File: config.mk
export PLATFORM = sky130hd
export DESIGN_NAME = led_sink_control_regs
export DESIGN_NICKNAME = d
export VERILOG_FILES = /design/src/led_sink_pkg.sv /design/src/led_sink_control_regs.sv /design/src/sink_channel.sv
export SDC_FILE = /design/constraint.sdc
export NUM_CORES = 1
export LEC_CHECK = 0
export ABC_CLOCK_PERIOD_IN_PS = 2860
export BUFFER_PORTS_ARGS = -buffer_cell sky130_fd_sc_hd__buf_2
export CORE_MARGIN = 5
export CORE_UTILIZATION = 41
export CTS_BUF_LIST = sky130_fd_sc_hd__clkbuf_16
export DETAILED_ROUTE_END_ITERATION = 16
export SLEW_MARGIN = 0
export SYNTH_ARGS = -nofsm -noshare
export SYNTH_HDL_FRONTEND = slang
export SYNTH_HIERARCHICAL = 1
export SYNTH_SLANG_ARGS = --single-unit
export TNS_END_PERCENT = 50
File: constraint.sdc
create_clock -name clk_sys -period 2.86 [get_ports clk_sys]
set_input_delay 0.143 -clock clk_sys [delete_from_list [all_inputs] [get_ports clk_sys]]
set_output_delay 0.143 -clock clk_sys [all_outputs]
set_load 0.1 [all_outputs]
File: src/led_sink_pkg.sv
// constants for the two-sink LED control register bank
package led_sink_pkg;

    // ------------------------------------------------------------------
    // register offsets
    // ------------------------------------------------------------------
    localparam logic [7:0] FIRST_SINK_CONTROL_OFS   = 8'h7B;
    localparam logic [7:0] SECOND_SINK_CONTROL_OFS  = 8'h7C;
    localparam logic [7:0] FUNCTION_PIN_STATUS_OFS  = 8'h7D;
    localparam logic [7:0] BOOT_CONFIGURATION_OFS   = 8'h7E;

    // ------------------------------------------------------------------
    // reset values
    // ------------------------------------------------------------------
    localparam logic [7:0] SINK_CONTROL_RST         = 8'h00;
    localparam logic [7:0] STATUS_RST               = 8'h00;
    localparam logic [7:0] READ_UNMAPPED            = 8'h00;

    // ------------------------------------------------------------------
    // sink control fields
    // ------------------------------------------------------------------
    localparam int         SOURCE_SELECT_LSB        = 5;
    localparam int         SOURCE_SELECT_W          = 3;
    localparam int         STEP_COUNT_LSB           = 0;
    localparam int         STEP_COUNT_W             = 5;
    localparam int         CURRENT_W                = 9;

    localparam logic [2:0] SOURCE_OFF               = 3'h0;
    localparam logic [2:0] SOURCE_ON                = 3'h1;
    localparam logic [2:0] SOURCE_CHARGER           = 3'h2;
    localparam logic [2:0] SOURCE_PIN_BASE          = 3'h3;
    localparam int         PIN_COUNT                = 5;

    // step size codes and their currents in tenths of a milliamp
    localparam logic [1:0] STEP_CODE_SMALL          = 2'h0;
    localparam logic [1:0] STEP_CODE_MEDIUM         = 2'h1;
    localparam logic [1:0] STEP_CODE_LARGE          = 2'h2;
    localparam logic [3:0] STEP_TENTHS_SMALL        = 4'h6;
    localparam logic [3:0] STEP_TENTHS_MEDIUM       = 4'hA;
    localparam logic [3:0] STEP_TENTHS_LARGE        = 4'hC;
    localparam logic [3:0] STEP_TENTHS_NONE         = 4'h0;

    // ------------------------------------------------------------------
    // boot configuration and pin status fields
    // ------------------------------------------------------------------
    localparam int         POWER_RESET_CFG_LSB      = 4;
    localparam int         SOFT_RESET_RETAIN_BIT    = 3;
    localparam int         BOOT_DELAY_LSB           = 1;
    localparam int         RETRY_OPTION_BIT         = 0;
    localparam int         FIRST_FUNCTION_PIN_BIT   = 0;
    localparam int         SECOND_FUNCTION_PIN_BIT  = 1;

endpackage

File: src/led_sink_control_regs.sv
// register bank for the two LED sinks, function pin status and boot configuration
`timescale 1ns/1ps
module led_sink_control_regs (
    input  wire logic       clk_sys,
    input  wire logic       rst_n,
    input  wire logic [7:0] regAddr,
    input  wire logic       regWrEn,
    input  wire logic [7:0] regWrData,
    input  wire logic       regRdEn,
    output logic [7:0]      regRdData,
    input  wire logic [1:0] sinkCurrentStepSize,
    input  wire logic       chargerStatus,
    input  wire logic [4:0] mpcPin,
    input  wire logic [1:0] functionPinActive,
    input  wire logic [7:0] bootConfigStrap,
    output logic            firstSinkEnable,
    output logic [8:0]      firstSinkCurrent,
    output logic            secondSinkEnable,
    output logic [8:0]      secondSinkCurrent
);

    // ------------------------------------------------------------------
    // state
    // ------------------------------------------------------------------
    typedef struct packed {
        logic [7:0] firstControl;
        logic [7:0] secondControl;
        logic [7:0] pinStatus;
        logic [7:0] bootConfig;
        logic       bootCaptured;
        logic [7:0] rdData;
    } regs_state_s;

    regs_state_s state_ff;
    regs_state_s nxt_state;

    logic [7:0] sinkControl [2];
    logic [1:0] sinkEnableVec;
    logic [8:0] sinkCurrentVec [2];

    function automatic logic regHit(input logic [7:0] addr, input logic [7:0] ofs);
        regHit = (addr == ofs);
    endfunction

    // ------------------------------------------------------------------
    // register update and readback
    // ------------------------------------------------------------------
    always_comb begin
        nxt_state = state_ff;
        if (regWrEn && regHit(regAddr, led_sink_pkg::FIRST_SINK_CONTROL_OFS)) begin
            nxt_state.firstControl = regWrData;
        end
        if (regWrEn && regHit(regAddr, led_sink_pkg::SECOND_SINK_CONTROL_OFS)) begin
            nxt_state.secondControl = regWrData;
        end
        // writes to the status and boot registers are dropped
        nxt_state.pinStatus = led_sink_pkg::STATUS_RST;
        nxt_state.pinStatus[led_sink_pkg::FIRST_FUNCTION_PIN_BIT]  = functionPinActive[0];
        nxt_state.pinStatus[led_sink_pkg::SECOND_FUNCTION_PIN_BIT] = functionPinActive[1];
        // strap is taken once, the first cycle after reset is released
        if (!state_ff.bootCaptured) begin
            nxt_state.bootConfig   = bootConfigStrap;
            nxt_state.bootCaptured = 1'b1;
        end
        if (regRdEn) begin
            if (regHit(regAddr, led_sink_pkg::FIRST_SINK_CONTROL_OFS)) begin
                nxt_state.rdData = state_ff.firstControl;
            end else if (regHit(regAddr, led_sink_pkg::SECOND_SINK_CONTROL_OFS)) begin
                nxt_state.rdData = state_ff.secondControl;
            end else if (regHit(regAddr, led_sink_pkg::FUNCTION_PIN_STATUS_OFS)) begin
                nxt_state.rdData = state_ff.pinStatus;
            end else if (regHit(regAddr, led_sink_pkg::BOOT_CONFIGURATION_OFS)) begin
                nxt_state.rdData = state_ff.bootConfig;
            end else begin
                nxt_state.rdData = led_sink_pkg::READ_UNMAPPED;
            end
        end
    end

    always_ff @(posedge clk_sys) begin
        if (!rst_n) begin
            state_ff.firstControl  <= led_sink_pkg::SINK_CONTROL_RST;
            state_ff.secondControl <= led_sink_pkg::SINK_CONTROL_RST;
            state_ff.pinStatus     <= led_sink_pkg::STATUS_RST;
            state_ff.bootConfig    <= led_sink_pkg::STATUS_RST;
            state_ff.bootCaptured  <= 1'b0;
            state_ff.rdData        <= led_sink_pkg::READ_UNMAPPED;
        end else begin
            state_ff <= nxt_state;
        end
    end

    assign regRdData = state_ff.rdData;

    // ------------------------------------------------------------------
    // sinks
    // ------------------------------------------------------------------
    assign sinkControl[0] = state_ff.firstControl;
    assign sinkControl[1] = state_ff.secondControl;

    for (genvar i = 0; i < 2; i++) begin : g_sink
        sink_channel u_sink (
            .clk_sys       (clk_sys),
            .rst_n         (rst_n),
            .controlValue  (sinkControl[i]),
            .stepSize      (sinkCurrentStepSize),
            .chargerStatus (chargerStatus),
            .mpcPin        (mpcPin),
            .sinkEnable    (sinkEnableVec[i]),
            .sinkCurrent   (sinkCurrentVec[i])
        );
    end

    assign firstSinkEnable   = sinkEnableVec[0];
    assign firstSinkCurrent  = sinkCurrentVec[0];
    assign secondSinkEnable  = sinkEnableVec[1];
    assign secondSinkCurrent = sinkCurrentVec[1];

endmodule

File: src/sink_channel.sv
// one LED current sink: source decode and current setting, both registered
`timescale 1ns/1ps
module sink_channel (
    input  wire logic       clk_sys,
    input  wire logic       rst_n,
    input  wire logic [7:0] controlValue,
    input  wire logic [1:0] stepSize,
    input  wire logic       chargerStatus,
    input  wire logic [4:0] mpcPin,
    output logic            sinkEnable,
    output logic [8:0]      sinkCurrent
);

    typedef struct packed {
        logic       enable;
        logic [8:0] current;
    } sink_state_s;

    sink_state_s state_ff;
    sink_state_s nxt_state;

    logic [2:0] sourceSelect;
    logic [4:0] stepCount;
    logic [2:0] pinIndex;
    logic [3:0] stepTenths;

    assign sourceSelect = controlValue[led_sink_pkg::SOURCE_SELECT_LSB +: led_sink_pkg::SOURCE_SELECT_W];
    assign stepCount    = controlValue[led_sink_pkg::STEP_COUNT_LSB +: led_sink_pkg::STEP_COUNT_W];
    assign pinIndex     = sourceSelect - led_sink_pkg::SOURCE_PIN_BASE;

    always_comb begin
        nxt_state = state_ff;
        // source select decode
        case (sourceSelect)
            led_sink_pkg::SOURCE_OFF:     nxt_state.enable = 1'b0;
            led_sink_pkg::SOURCE_ON:      nxt_state.enable = 1'b1;
            led_sink_pkg::SOURCE_CHARGER: nxt_state.enable = chargerStatus;
            default:                      nxt_state.enable = mpcPin[pinIndex];
        endcase
        // code 3 of the step size is undefined; the sink is held at zero
        case (stepSize)
            led_sink_pkg::STEP_CODE_SMALL:  stepTenths = led_sink_pkg::STEP_TENTHS_SMALL;
            led_sink_pkg::STEP_CODE_MEDIUM: stepTenths = led_sink_pkg::STEP_TENTHS_MEDIUM;
            led_sink_pkg::STEP_CODE_LARGE:  stepTenths = led_sink_pkg::STEP_TENTHS_LARGE;
            default:                        stepTenths = led_sink_pkg::STEP_TENTHS_NONE;
        endcase
        nxt_state.current = 9'(({4'h0, stepCount} + 9'h001) * {5'h00, stepTenths});
    end

    always_ff @(posedge clk_sys) begin
        if (!rst_n) begin
            state_ff <= '0;
        end else begin
            state_ff <= nxt_state;
        end
    end

    assign sinkEnable  = state_ff.enable;
    assign sinkCurrent = state_ff.current;

endmodule

==> metrics.txt, run 1 <==
result of the run=finished, final reports clean; wire length per cell after detailed routing=13.4 µm; total gr overflow=0; critical-path maximum fanout=4; total die area=10500 µm²; height of the die=102 µm; worst skew pair latency=300 ps; Max-slew headroom=0.646; CTS buffer count=5; pin count of the biggest net entering global routing=32; Yosys Warn Count=6; buffers added on ports=63; number of antenna violations at the first check in global routing=0; measured slew at the worst slew-check pin=531 ps; clock transition time at the flip-flop clock pins of the worst setup and hold paths=80 ps; number of cells on the worst reg-to-reg path=13; Most used DFF post-synth=sky130_fd_sc_hd__dfxtp_1; clk sink count=53; maximum frequency from static timing analysis=351 MHz; vias in the first global route=2567; core region area=8260 µm²; count of flip-flops with a built-in enable after synthesis=0; list of cells traversed by the critical path=ha_4 > inv_1 > or2_4 > fa_1 > inv_1 > ha_2 > ha_2 > inv_2 > fa_2 > nor2b_4 > o21a_1 > or3b_1 > mux2i_1; RePlAce Congestion=0.773; via total after detailed routing=2667; sequential cell area=1080 µm²; count of cell instances traversed by the critical path=13; # H-tree levels=2; power after layout=0.00159 W; sort of element at the end of the critical path=flip-flop; layout overhead on the synthesized area=25.7%; slowest CP cell=sky130_fd_sc_hd__fa_1; CTS Root Buffer Type=sky130_fd_sc_hd__clkbuf_16; Critical Setup Path Class=flip-flop to flip-flop; longest individual stage delay on the worst path=480 ps; flip-flop and latch count after synthesis=53; final count of hold timing violations=0; global-route wire length before repair=11.9 mm; I/O pin total=66; total routing usage reported by global routing=0.144; HPWL after DPL=5.76 mm; setup skew after layout=5.12 ps; combined area of the multi-input logic cells=2420 µm²; ys async rst share=0; Final period util=0.996; TritonCTS clock tree=built; Slew Limit Fails=0; endpoint arrival time on the critical path=3070 ps; netlist area before placement=3490 µm²; cell count of the worst hold path=2; share of post-route cells with drive strength above 1=0.374; post-synthesis net count=454; RSZ-0062 raised after global routing=true; total routed wirelength=7.34 mm; shortest clock period the worst path allows after layout=2850 ps; initial core utilization=0.423; areal power density over the cells=362 nW/µm²; Antenna Diode Count=0; largest delay contributor family on the critical path=adder cells; peak supply drop=0.254 mV; syn avg cell area=9.54 µm²; number of fillers in the final layout=785; leakage power total=2.00 nW; first-iteration detailed-routing DRC count=53; net count of the finished layout=531; remaining design rule violation count=0; Detail Route Antenna Nets=0; Critical Path Start Type=flip-flop; Critical path buffers and inverters=3; number of distinct library cells after synthesis=47; Setup Viol. Count Final=0; Required @ worst endpoint=3090 ps; via/cell ratio=4.86; register area share after synthesis=0.304; drt pass-1 iters=4; worst hold margin=59.4 ps; placed standard-cell area=3970 µm²; worst hold-check path type=input port to flip-flop; post-synthesis instance total=366; CTS max path bufs=2; number of max-capacitance violations reported=0; cell area after layout=4390 µm²; Post-Route Utilization=0.531; cell row count=33; die width=102 µm
==> what timing repair did <==
action,in CTS,in global routing
pin swaps,14,14
endpoints found under the setup margin,3,2
setup buffers,1,2
gates resized for setup,36,16
cloned,0,0
hold buffers,0,0
==> state kept, by name, indices dropped and copies added (netlist names) <==
register / count
g_sink.u_sink/sinkCurrent: 16
sinkControl: 16
state_ff: 11
regRdData: 8
g_sink.u_sink/sinkEnable: 2
==> final timing paths <==
kind / start / to / slack (ps)
max reg2reg: sinkControl[0]$_SDFFE_PN0P_ / g_sink[1].u_sink/sinkCurrent[8]$_SDFF_PN0_ / 10
max: sinkControl[0]$_SDFFE_PN0P_ / g_sink[1].u_sink/sinkCurrent[8]$_SDFF_PN0_ / 10
min: functionPinActive[0] / state_ff[17]$_SDFF_PN0_ / 60
min reg2reg: regRdData[6]$_SDFFE_PN0P_ / regRdData[6]$_SDFFE_PN0P_ / 460
==> logic make-up (layout without fill, tap and decap cells) <==
| kind of cell | Yosys count | count (layout) | share of synthesized area |
|---|---|---|---|
| buffers and inverters | 42 | 120 | 0.0667 |
| other | 2 | 2 | 0.00215 |
| flip-flops | 53 | 53 | 0.304 |
| XOR/XNOR | 12 | 12 | 0.0301 |
| AND/OR/NAND/NOR | 132 | 132 | 0.218 |
| adder cells (fa/ha/maj) | 50 | 50 | 0.201 |
| multiplexers | 24 | 24 | 0.0771 |
| AO/OA/AOI/OAI | 51 | 51 | 0.101 |
==> cell usage in the layout (no fill, tap or decap), drive strengths merged, types with 3 or more instances in the layout <==
cell type / netlist / final
buf: 19 / 91
dfxtp: 53 / 53
ha: 40 / 40
nor2: 29 / 29
o21ai: 26 / 26
mux2i: 22 / 22
nand3: 22 / 22
inv: 21 / 22
nand2: 21 / 21
nor2b: 19 / 19
and2: 14 / 14
fa: 10 / 10
a21oi: 8 / 8
xnor2: 6 / 6
xor2: 6 / 6
clkbuf: 2 / 5
nand3b: 4 / 4
o21bai: 4 / 4
nand2b: 4 / 4
nor3b: 4 / 4
a31oi: 3 / 3
==> power breakdown <==
part           internal, W  switching, W  leakage [nW]  total [W]
Sequential        0.000747    0.00000831         0.436   0.000756
Combinational    0.0000715      0.000129          1.49   0.000200
Clock             0.000331      0.000300        0.0680   0.000632
Total              0.00115      0.000437          2.00    0.00159
==> area by class of cell <==
| type | instances | share of cell area |
|---|---|---|
| Clock buffer | 5 | 0.0285 |
| Clock inverter | 3 | 0.00599 |
| Inverter | 21 | 0.0180 |
| Multi-Input combinational cell | 271 | 0.551 |
| Sequential cell | 53 | 0.247 |
| Tap cell | 105 | 0.0299 |
| Timing Repair Buffer | 91 | 0.120 |
==> per-stage QoR <==
| stage | setup TNS [ps] | worst slack, ps | std cells |
|---|---|---|---|
| 3_3_place_gp | -290 | -149 | 538 |
| 6_report | 0 | 11.8 | 549 |
| 3_5_place_dp | -512 | -251 | 538 |
| 4_1_cts | 0 | 0.408 | 547 |
| 5_1_grt | -217 | -110 | 549 |
| 2_1_floorplan | -13.9 | -13.9 | 366 |
==> cells in the mapped netlist (all sizes together) (3+ instances only) <==
master  instances  area, µm²
xor2            6       52.6
a31oi           3       18.8
fa             10        200
o21ai          26        190
o21bai          4       30.0
nor3b           4       30.0
nand3          22        133
nor2           29        109
nand3b          4       30.0
nor2b          19        134
inv            21       78.8
xnor2           6       52.6
and2           14       87.6
ha             40        500
buf            19        146
a21oi           8       40.0
mux2i          22        220
nand2b          4       25.0
nand2          21       78.8
dfxtp          53       1060
==> metal layers <==
layer,track usage,vias up,routed length [µm]
met5,0,-,0
met4,0.0424,0,78
met3,0.0246,7,292
met2,0.243,42,3620
met1,0.188,1232,3350
li1,-,1386,-
No activity file was read; power rests on OpenSTA's default activity.
==> run 2: changes to the inputs <==
REMOVE_ABC_BUFFERS = 1   (was not set)
==> metrics.txt, run 2 (same netlist as run 1, synthesis figures left out) <==
net count of the finished layout=538 (+1.3%); sort of element at the end of the critical path=flip-flop; # H-tree levels=2 (unchanged); Max-slew headroom=0.639 (-0.00698); HPWL after DPL=5.84 mm (+1.3%); post-route setup TNS=0 ps (unchanged); longest individual stage delay on the worst path=580 ps (+100 ps); sequential cell area=1080 µm² (-0.12%); RePlAce Congestion=0.825 (+6.7%); Post-CTS Hold Fix Bufs=0 (unchanged); Critical Setup Path Class=flip-flop to flip-flop; via total after detailed routing=2695 (+1.0%); slowest CP cell=sky130_fd_sc_hd__fa_1; TritonCTS clock tree=built; CTS buffer count=5 (unchanged); final count of hold timing violations=0 (unchanged); share of post-route cells with drive strength above 1=0.406 (+0.0319); maximum frequency from static timing analysis=353 MHz (+0.47%); endpoint arrival time on the critical path=3060 ps (about the same); shortest clock period the worst path allows after layout=2830 ps (-13.4 ps); Required @ worst endpoint=3080 ps (about the same); slack of the worst reg-to-reg path=30 ps (about the same); result of the run=finished, final reports clean; Detail Route Antenna Nets=0 (unchanged); vias in the first global route=2668 (+3.9%); I/O pin total=66 (unchanged); Setup Viol. Count Final=0 (unchanged); worst skew pair latency=290 ps (about the same); total routed wirelength=7.68 mm (+4.5%); total routing usage reported by global routing=0.150 (+0.00639); measured slew at the worst slew-check pin=541 ps (+10.4 ps); clock transition time at the flip-flop clock pins of the worst setup and hold paths=70 ps (about the same); largest delay contributor family on the critical path=adder cells; peak supply drop=0.209 mV (-18%); remaining design rule violation count=0 (unchanged); cell row count=33 (unchanged); via/cell ratio=4.85 (-0.22%); list of cells traversed by the critical path=ha_4 > xor2_2 > buf_4 > and2_1 > fa_1 > ha_4 > inv_2 > fa_2 > nor2b_4 > o21a_1 > or3b_1 > mux2i_1; height of the die=102 µm (unchanged); worst hold-check path type=input port to flip-flop; core region area=8260 µm² (unchanged); number of antenna violations at the first check in global routing=0 (unchanged); most frequent cells in the layout=63 x sky130_fd_sc_hd__buf_2, 46 x sky130_fd_sc_hd__dfxtp_1, 35 x sky130_fd_sc_hd__buf_4; Final period util=0.991 (-0.00469); Post-Route Utilization=0.540 (+0.00879); Antenna Diode Count=0 (unchanged); non-filler instance count after layout=556 (+1.3%); critical-path maximum fanout=3 (-1); areal power density over the cells=351 nW/µm² (-2.9%); global-route wire length before repair=12.5 mm (+4.8%); count of placed standard cells including taps=540 (+0.37%); pin count of the biggest net entering global routing=26 (-19%); initial core utilization=0.423 (unchanged); Critical Path Start Type=flip-flop; combined area of the multi-input logic cells=2450 µm² (+1.2%); drt pass-1 iters=4 (unchanged); CTS max path bufs=2 (unchanged); first-iteration detailed-routing DRC count=79 (+49%); setup skew after layout=3.79 ps (-1.33 ps); number of fillers in the final layout=751 (-4.3%); clk sink count=53 (unchanged); most common cell after layout, fill and taps aside=sky130_fd_sc_hd__buf_2; layout overhead on the synthesized area=27.8%; CTS Root Buffer Type=sky130_fd_sc_hd__clkbuf_16; buffers added on ports=63 (unchanged); Critical path buffers and inverters=2 (-1); Slew Limit Fails=0 (unchanged); leakage power total=2.03 nW (+1.7%); RSZ-0062 raised after global routing=true; wire length per cell after detailed routing=13.8 µm (+3.2%); total gr overflow=0 (unchanged); cell type with the highest occurrence count on the critical path=sky130_fd_sc_hd__ha_4; number of max-capacitance violations reported=0 (unchanged); die width=102 µm (unchanged); total die area=10500 µm² (unchanged)
[run 2: changes by cell type in the layout (fill, tap and decap cells not counted), moves of 2 or more]
cell	before	now
sky130_fd_sc_hd__a21oi_2	0	2
sky130_fd_sc_hd__ha_4	8	10
sky130_fd_sc_hd__nor2_2	1	5
sky130_fd_sc_hd__nor2_1	28	24
sky130_fd_sc_hd__buf_4	28	35
sky130_fd_sc_hd__a21oi_1	8	6
sky130_fd_sc_hd__ha_1	30	28
[run 2: cell type report]
class / instances / area share
multi-input cells: 271 / 0.548
clock inverters: 3 / 0.00421
repair buffers: 98 / 0.130
flip-flops and latches: 53 / 0.243
clock buffers: 5 / 0.0281
inverters: 21 / 0.0177
well taps: 105 / 0.0295
[run 2: what timing repair did]
| action | 4_1_cts | 5_1_grt |
|---|---|---|
| hold endpoints to repair | 0 | 0 |
| setup endpoints to repair | 4 | 4 |
| resized for setup | 42 | 17 |
| pin swaps | 17 | 15 |
| setup buffers | 7 | 1 |
[run 2: worst reg2reg max path, stage by stage (launching register included)]
cell and delay, ps:
sky130_fd_sc_hd__dfxtp_4 360, sky130_fd_sc_hd__ha_4 170, sky130_fd_sc_hd__xor2_2 150, sky130_fd_sc_hd__buf_4 150
sky130_fd_sc_hd__and2_1 170, sky130_fd_sc_hd__fa_1 580, sky130_fd_sc_hd__ha_4 220, sky130_fd_sc_hd__inv_2 60
sky130_fd_sc_hd__fa_2 220, sky130_fd_sc_hd__nor2b_4 40, sky130_fd_sc_hd__o21a_1 170, sky130_fd_sc_hd__or3b_1 350
sky130_fd_sc_hd__mux2i_1 140
[run 2: through the flow]
stage	worst slack (ps)	power (W)	cell area, µm²	hold WS [ps]
after detailed placement	-269	0.000978	3990	353
after floorplan	-16.1	0.000896	3340	171
final	25.2	0.00157	4460	54.5
after CTS	0.541	0.00159	4380	48.7
after global placement	-137	0.000973	3990	355
after global routing	-80.2	0.00163	4460	53.8
[run 2: worst paths after layout]
path                                                                    to                        start  depth (start not counted)
worst max-delay path            g_sink[0].u_sink/sinkCurrent[8]$_SDFF_PN0_  sinkControl[9]$_SDFFE_PN0P_                         12
worst min-delay path                               state_ff[17]$_SDFF_PN0_         functionPinActive[0]                          2
worst max register to register  g_sink[0].u_sink/sinkCurrent[8]$_SDFF_PN0_  sinkControl[9]$_SDFFE_PN0P_                         12
worst min register to register                   regRdData[6]$_SDFFE_PN0P_    regRdData[6]$_SDFFE_PN0P_                          2
[run 2: metal layers]
metal | up-vias | track usage | wire length [µm]
met4 | 0 | 0.0363 | 51
met2 | 44 | 0.243 | 3690
li1 | 1399 | - | -
met1 | 1248 | 0.205 | 3630
met5 | - | 0 | 0
met3 | 4 | 0.0328 | 302
[run 2: power breakdown]
part / switching (W) / internal [W]
registers: 0.00000849 / 0.000747
logic: 0.000131 / 0.0000724
clock network: 0.000285 / 0.000322
total: 0.000424 / 0.00114
==> run 3: changes to the inputs <==
ABC_CLOCK_PERIOD_IN_PS = not set   (was 2860)
CORE_MARGIN = not set   (was 5)
PLACE_DENSITY = 0.74   (was not set)
==> metrics.txt, run 3 (same netlist as run 1, synthesis figures left out) <==
Internal Dissipation=0.00115 W (+1.1%); critical-path maximum fanout=3 (unchanged); setup skew after layout=3.66 ps (-0.127 ps); Required @ worst endpoint=3090 ps (about the same); drt pass-1 iters=6 (+2); maximum frequency from static timing analysis=350 MHz (-0.89%); Critical Path Start Type=flip-flop; worst skew pair latency=300 ps (about the same); share of total power in combinational logic=0.128 (-0.002); CTS Root Buffer Type=sky130_fd_sc_hd__clkbuf_16; measured slew at the worst slew-check pin=629 ps (+88.1 ps); endpoint arrival time on the critical path=3090 ps (+30 ps); peak supply drop=0.259 mV (+24%); Slew Limit Fails=0 (unchanged); layout overhead on the synthesized area=26.1%; leakage power total=1.97 nW (-3.0%); first-iteration detailed-routing DRC count=88 (+11%); areal power density over the cells=365 nW/µm² (+4.0%); CTS max path bufs=2 (unchanged); sort of element at the end of the critical path=flip-flop; via total after detailed routing=2713 (+0.67%); failing checks=setup timing; result of the run=finished with violations; clock transition time at the flip-flop clock pins of the worst setup and hold paths=80 ps (about the same); placed standard-cell area=3940 µm² (-1.1%); RSZ-0062 raised after global routing=true; global-route wire length before repair=12.1 mm (-2.8%); Max-slew headroom=0.581 (-0.0580); cell row count=33 (unchanged); total die area=8890 µm² (-15%); DP Worst Slack=-304 ps (-35.1 ps); Critical Setup Path Class=flip-flop to flip-flop; die width=94.3 µm (-7.8%); Detail Route Antenna Nets=0 (unchanged); buffers added on ports=63 (unchanged); HPWL after DPL=5.53 mm (-5.4%); Net Switching=0.000454 W (+6.9%); CTS buffer count=5 (unchanged); Final period util=1.00 (+0.00893); switching part of the total power=0.282 (+0.0112); net count of the finished layout=524 (-2.6%); part of the power in registers=0.470 (-0.013); number of fillers in the final layout=698 (-7.1%); initial core utilization=0.425 (+0.00212); count of placed standard cells including taps=534 (-1.1%); final count of hold timing violations=0 (unchanged); total gr overflow=0 (unchanged); number of antenna violations at the first check in global routing=0 (unchanged); remaining design rule violation count=0 (unchanged); worst-case setup margin in the final layout=-0.330 ps (-25.5 ps); vias in the first global route=2621 (-1.8%); non-filler instance count after layout=542 (-2.5%); most frequent cells in the layout=63 x sky130_fd_sc_hd__buf_2, 45 x sky130_fd_sc_hd__dfxtp_1, 29 x sky130_fd_sc_hd__ha_1; share of post-route cells with drive strength above 1=0.384 (-0.0213); worst hold-check path type=input port to flip-flop; # H-tree levels=2 (unchanged); total routing usage reported by global routing=0.174 (+0.0236); number of max-capacitance violations reported=0 (unchanged); I/O pin total=66 (unchanged); core region area=8220 µm² (-0.50%); Setup Viol. Count Final=1 (+1); wire length per cell after detailed routing=14.2 µm (+2.6%); via/cell ratio=5.01 (+3.3%); TritonCTS clock tree=built; cell area after layout=4400 µm² (-1.3%); most common cell after layout, fill and taps aside=sky130_fd_sc_hd__buf_2; Antenna Diode Count=0 (unchanged); RePlAce Congestion=0.819 (-0.79%); post-route setup TNS=-0.330 ps (-0.330 ps); share of total power in the clock network=0.402 (+0.014); worst hold margin=46.6 ps (-7.95 ps); shortest clock period the worst path allows after layout=2860 ps (+25.5 ps); total routed wirelength=7.67 mm (about the same); height of the die=94.3 µm (-7.8%); pin count of the biggest net entering global routing=42 (+62%); clk sink count=53 (unchanged)
==> run 3: path summary, 6_finish.rpt <==
path | from | to | slack (ps) | depth (start not counted)
min | functionPinActive[1] | state_ff[18]$_SDFF_PN0_ | 50 | 2
max | sinkControl[0]$_SDFFE_PN0P_ | g_sink[1].u_sink/sinkCurrent[8]$_SDFF_PN0_ | -0.3 | 13
min reg2reg | regRdData[7]$_SDFFE_PN0P_ | regRdData[7]$_SDFFE_PN0P_ | 460 | 2
max reg2reg | sinkControl[0]$_SDFFE_PN0P_ | g_sink[1].u_sink/sinkCurrent[8]$_SDFF_PN0_ | -0.3 | 13
==> run 3: area by class of cell <==
cell class                      instances  area, µm²  area share
Clock buffer                            5        125      0.0284
Clock inverter                          3       28.8     0.00654
Inverter                               21       78.8      0.0179
Multi-Input combinational cell        271       2480       0.563
Sequential cell                        53       1090       0.247
Tap cell                              105        131      0.0298
Timing Repair Buffer                   84        473       0.107
==> run 3: routing by layer <==
layer	global-route usage	vias up	part of all wire
met2	0.299	58	0.51
met5	0	-	0
li1	-	1370	-
met1	0.205	1268	0.43
met4	0.0679	0	0.026
met3	0.0437	17	0.036
==> run 3: critical path, cell delays in order (launching register included) <==
cell and delay (ps):
sky130_fd_sc_hd__dfxtp_4 360, sky130_fd_sc_hd__ha_4 260, sky130_fd_sc_hd__inv_1 50, sky130_fd_sc_hd__or2_4 250, sky130_fd_sc_hd__fa_1 520, sky130_fd_sc_hd__inv_1 70
sky130_fd_sc_hd__ha_4 160, sky130_fd_sc_hd__ha_4 160, sky130_fd_sc_hd__inv_2 40, sky130_fd_sc_hd__fa_2 210, sky130_fd_sc_hd__nor2b_4 40, sky130_fd_sc_hd__o21a_1 160
sky130_fd_sc_hd__or3b_1 340, sky130_fd_sc_hd__mux2i_1 150
==> run 3: power by group through the flow <==
| stage | sequential [W] | combinational [W] | clock, W |
|---|---|---|---|
| 4_1_cts | 0.000760 | 0.000198 | 0.000659 |
| 3_3_place_gp | 0.000778 | 0.000191 | 0 |
| 5_1_grt | 0.000758 | 0.000222 | 0.000690 |
| 3_5_place_dp | 0.000779 | 0.000196 | 0 |
| 2_1_floorplan | 0.000817 | 0.0000786 | 0 |
| 6_report | 0.000755 | 0.000206 | 0.000647 |
==> run 3: stage by stage <==
stage | utilization | power [W]
6_report | 0.536 | 0.00161
5_1_grt | 0.536 | 0.00167
4_1_cts | 0.510 | 0.00162
3_5_place_dp | 0.480 | 0.000975
3_3_place_gp | 0.480 | 0.000968
2_1_floorplan | - | 0.000896
==> run 3: timing repair <==
| item | 4_1_cts | 5_1_grt |
|---|---|---|
| endpoints found under the setup margin | 4 | 5 |
| pin swaps | 9 | 16 |
| buffers inserted | 0 | 0 |
| resized for setup | 28 | 38 |
| hold buffers | 0 | 0 |
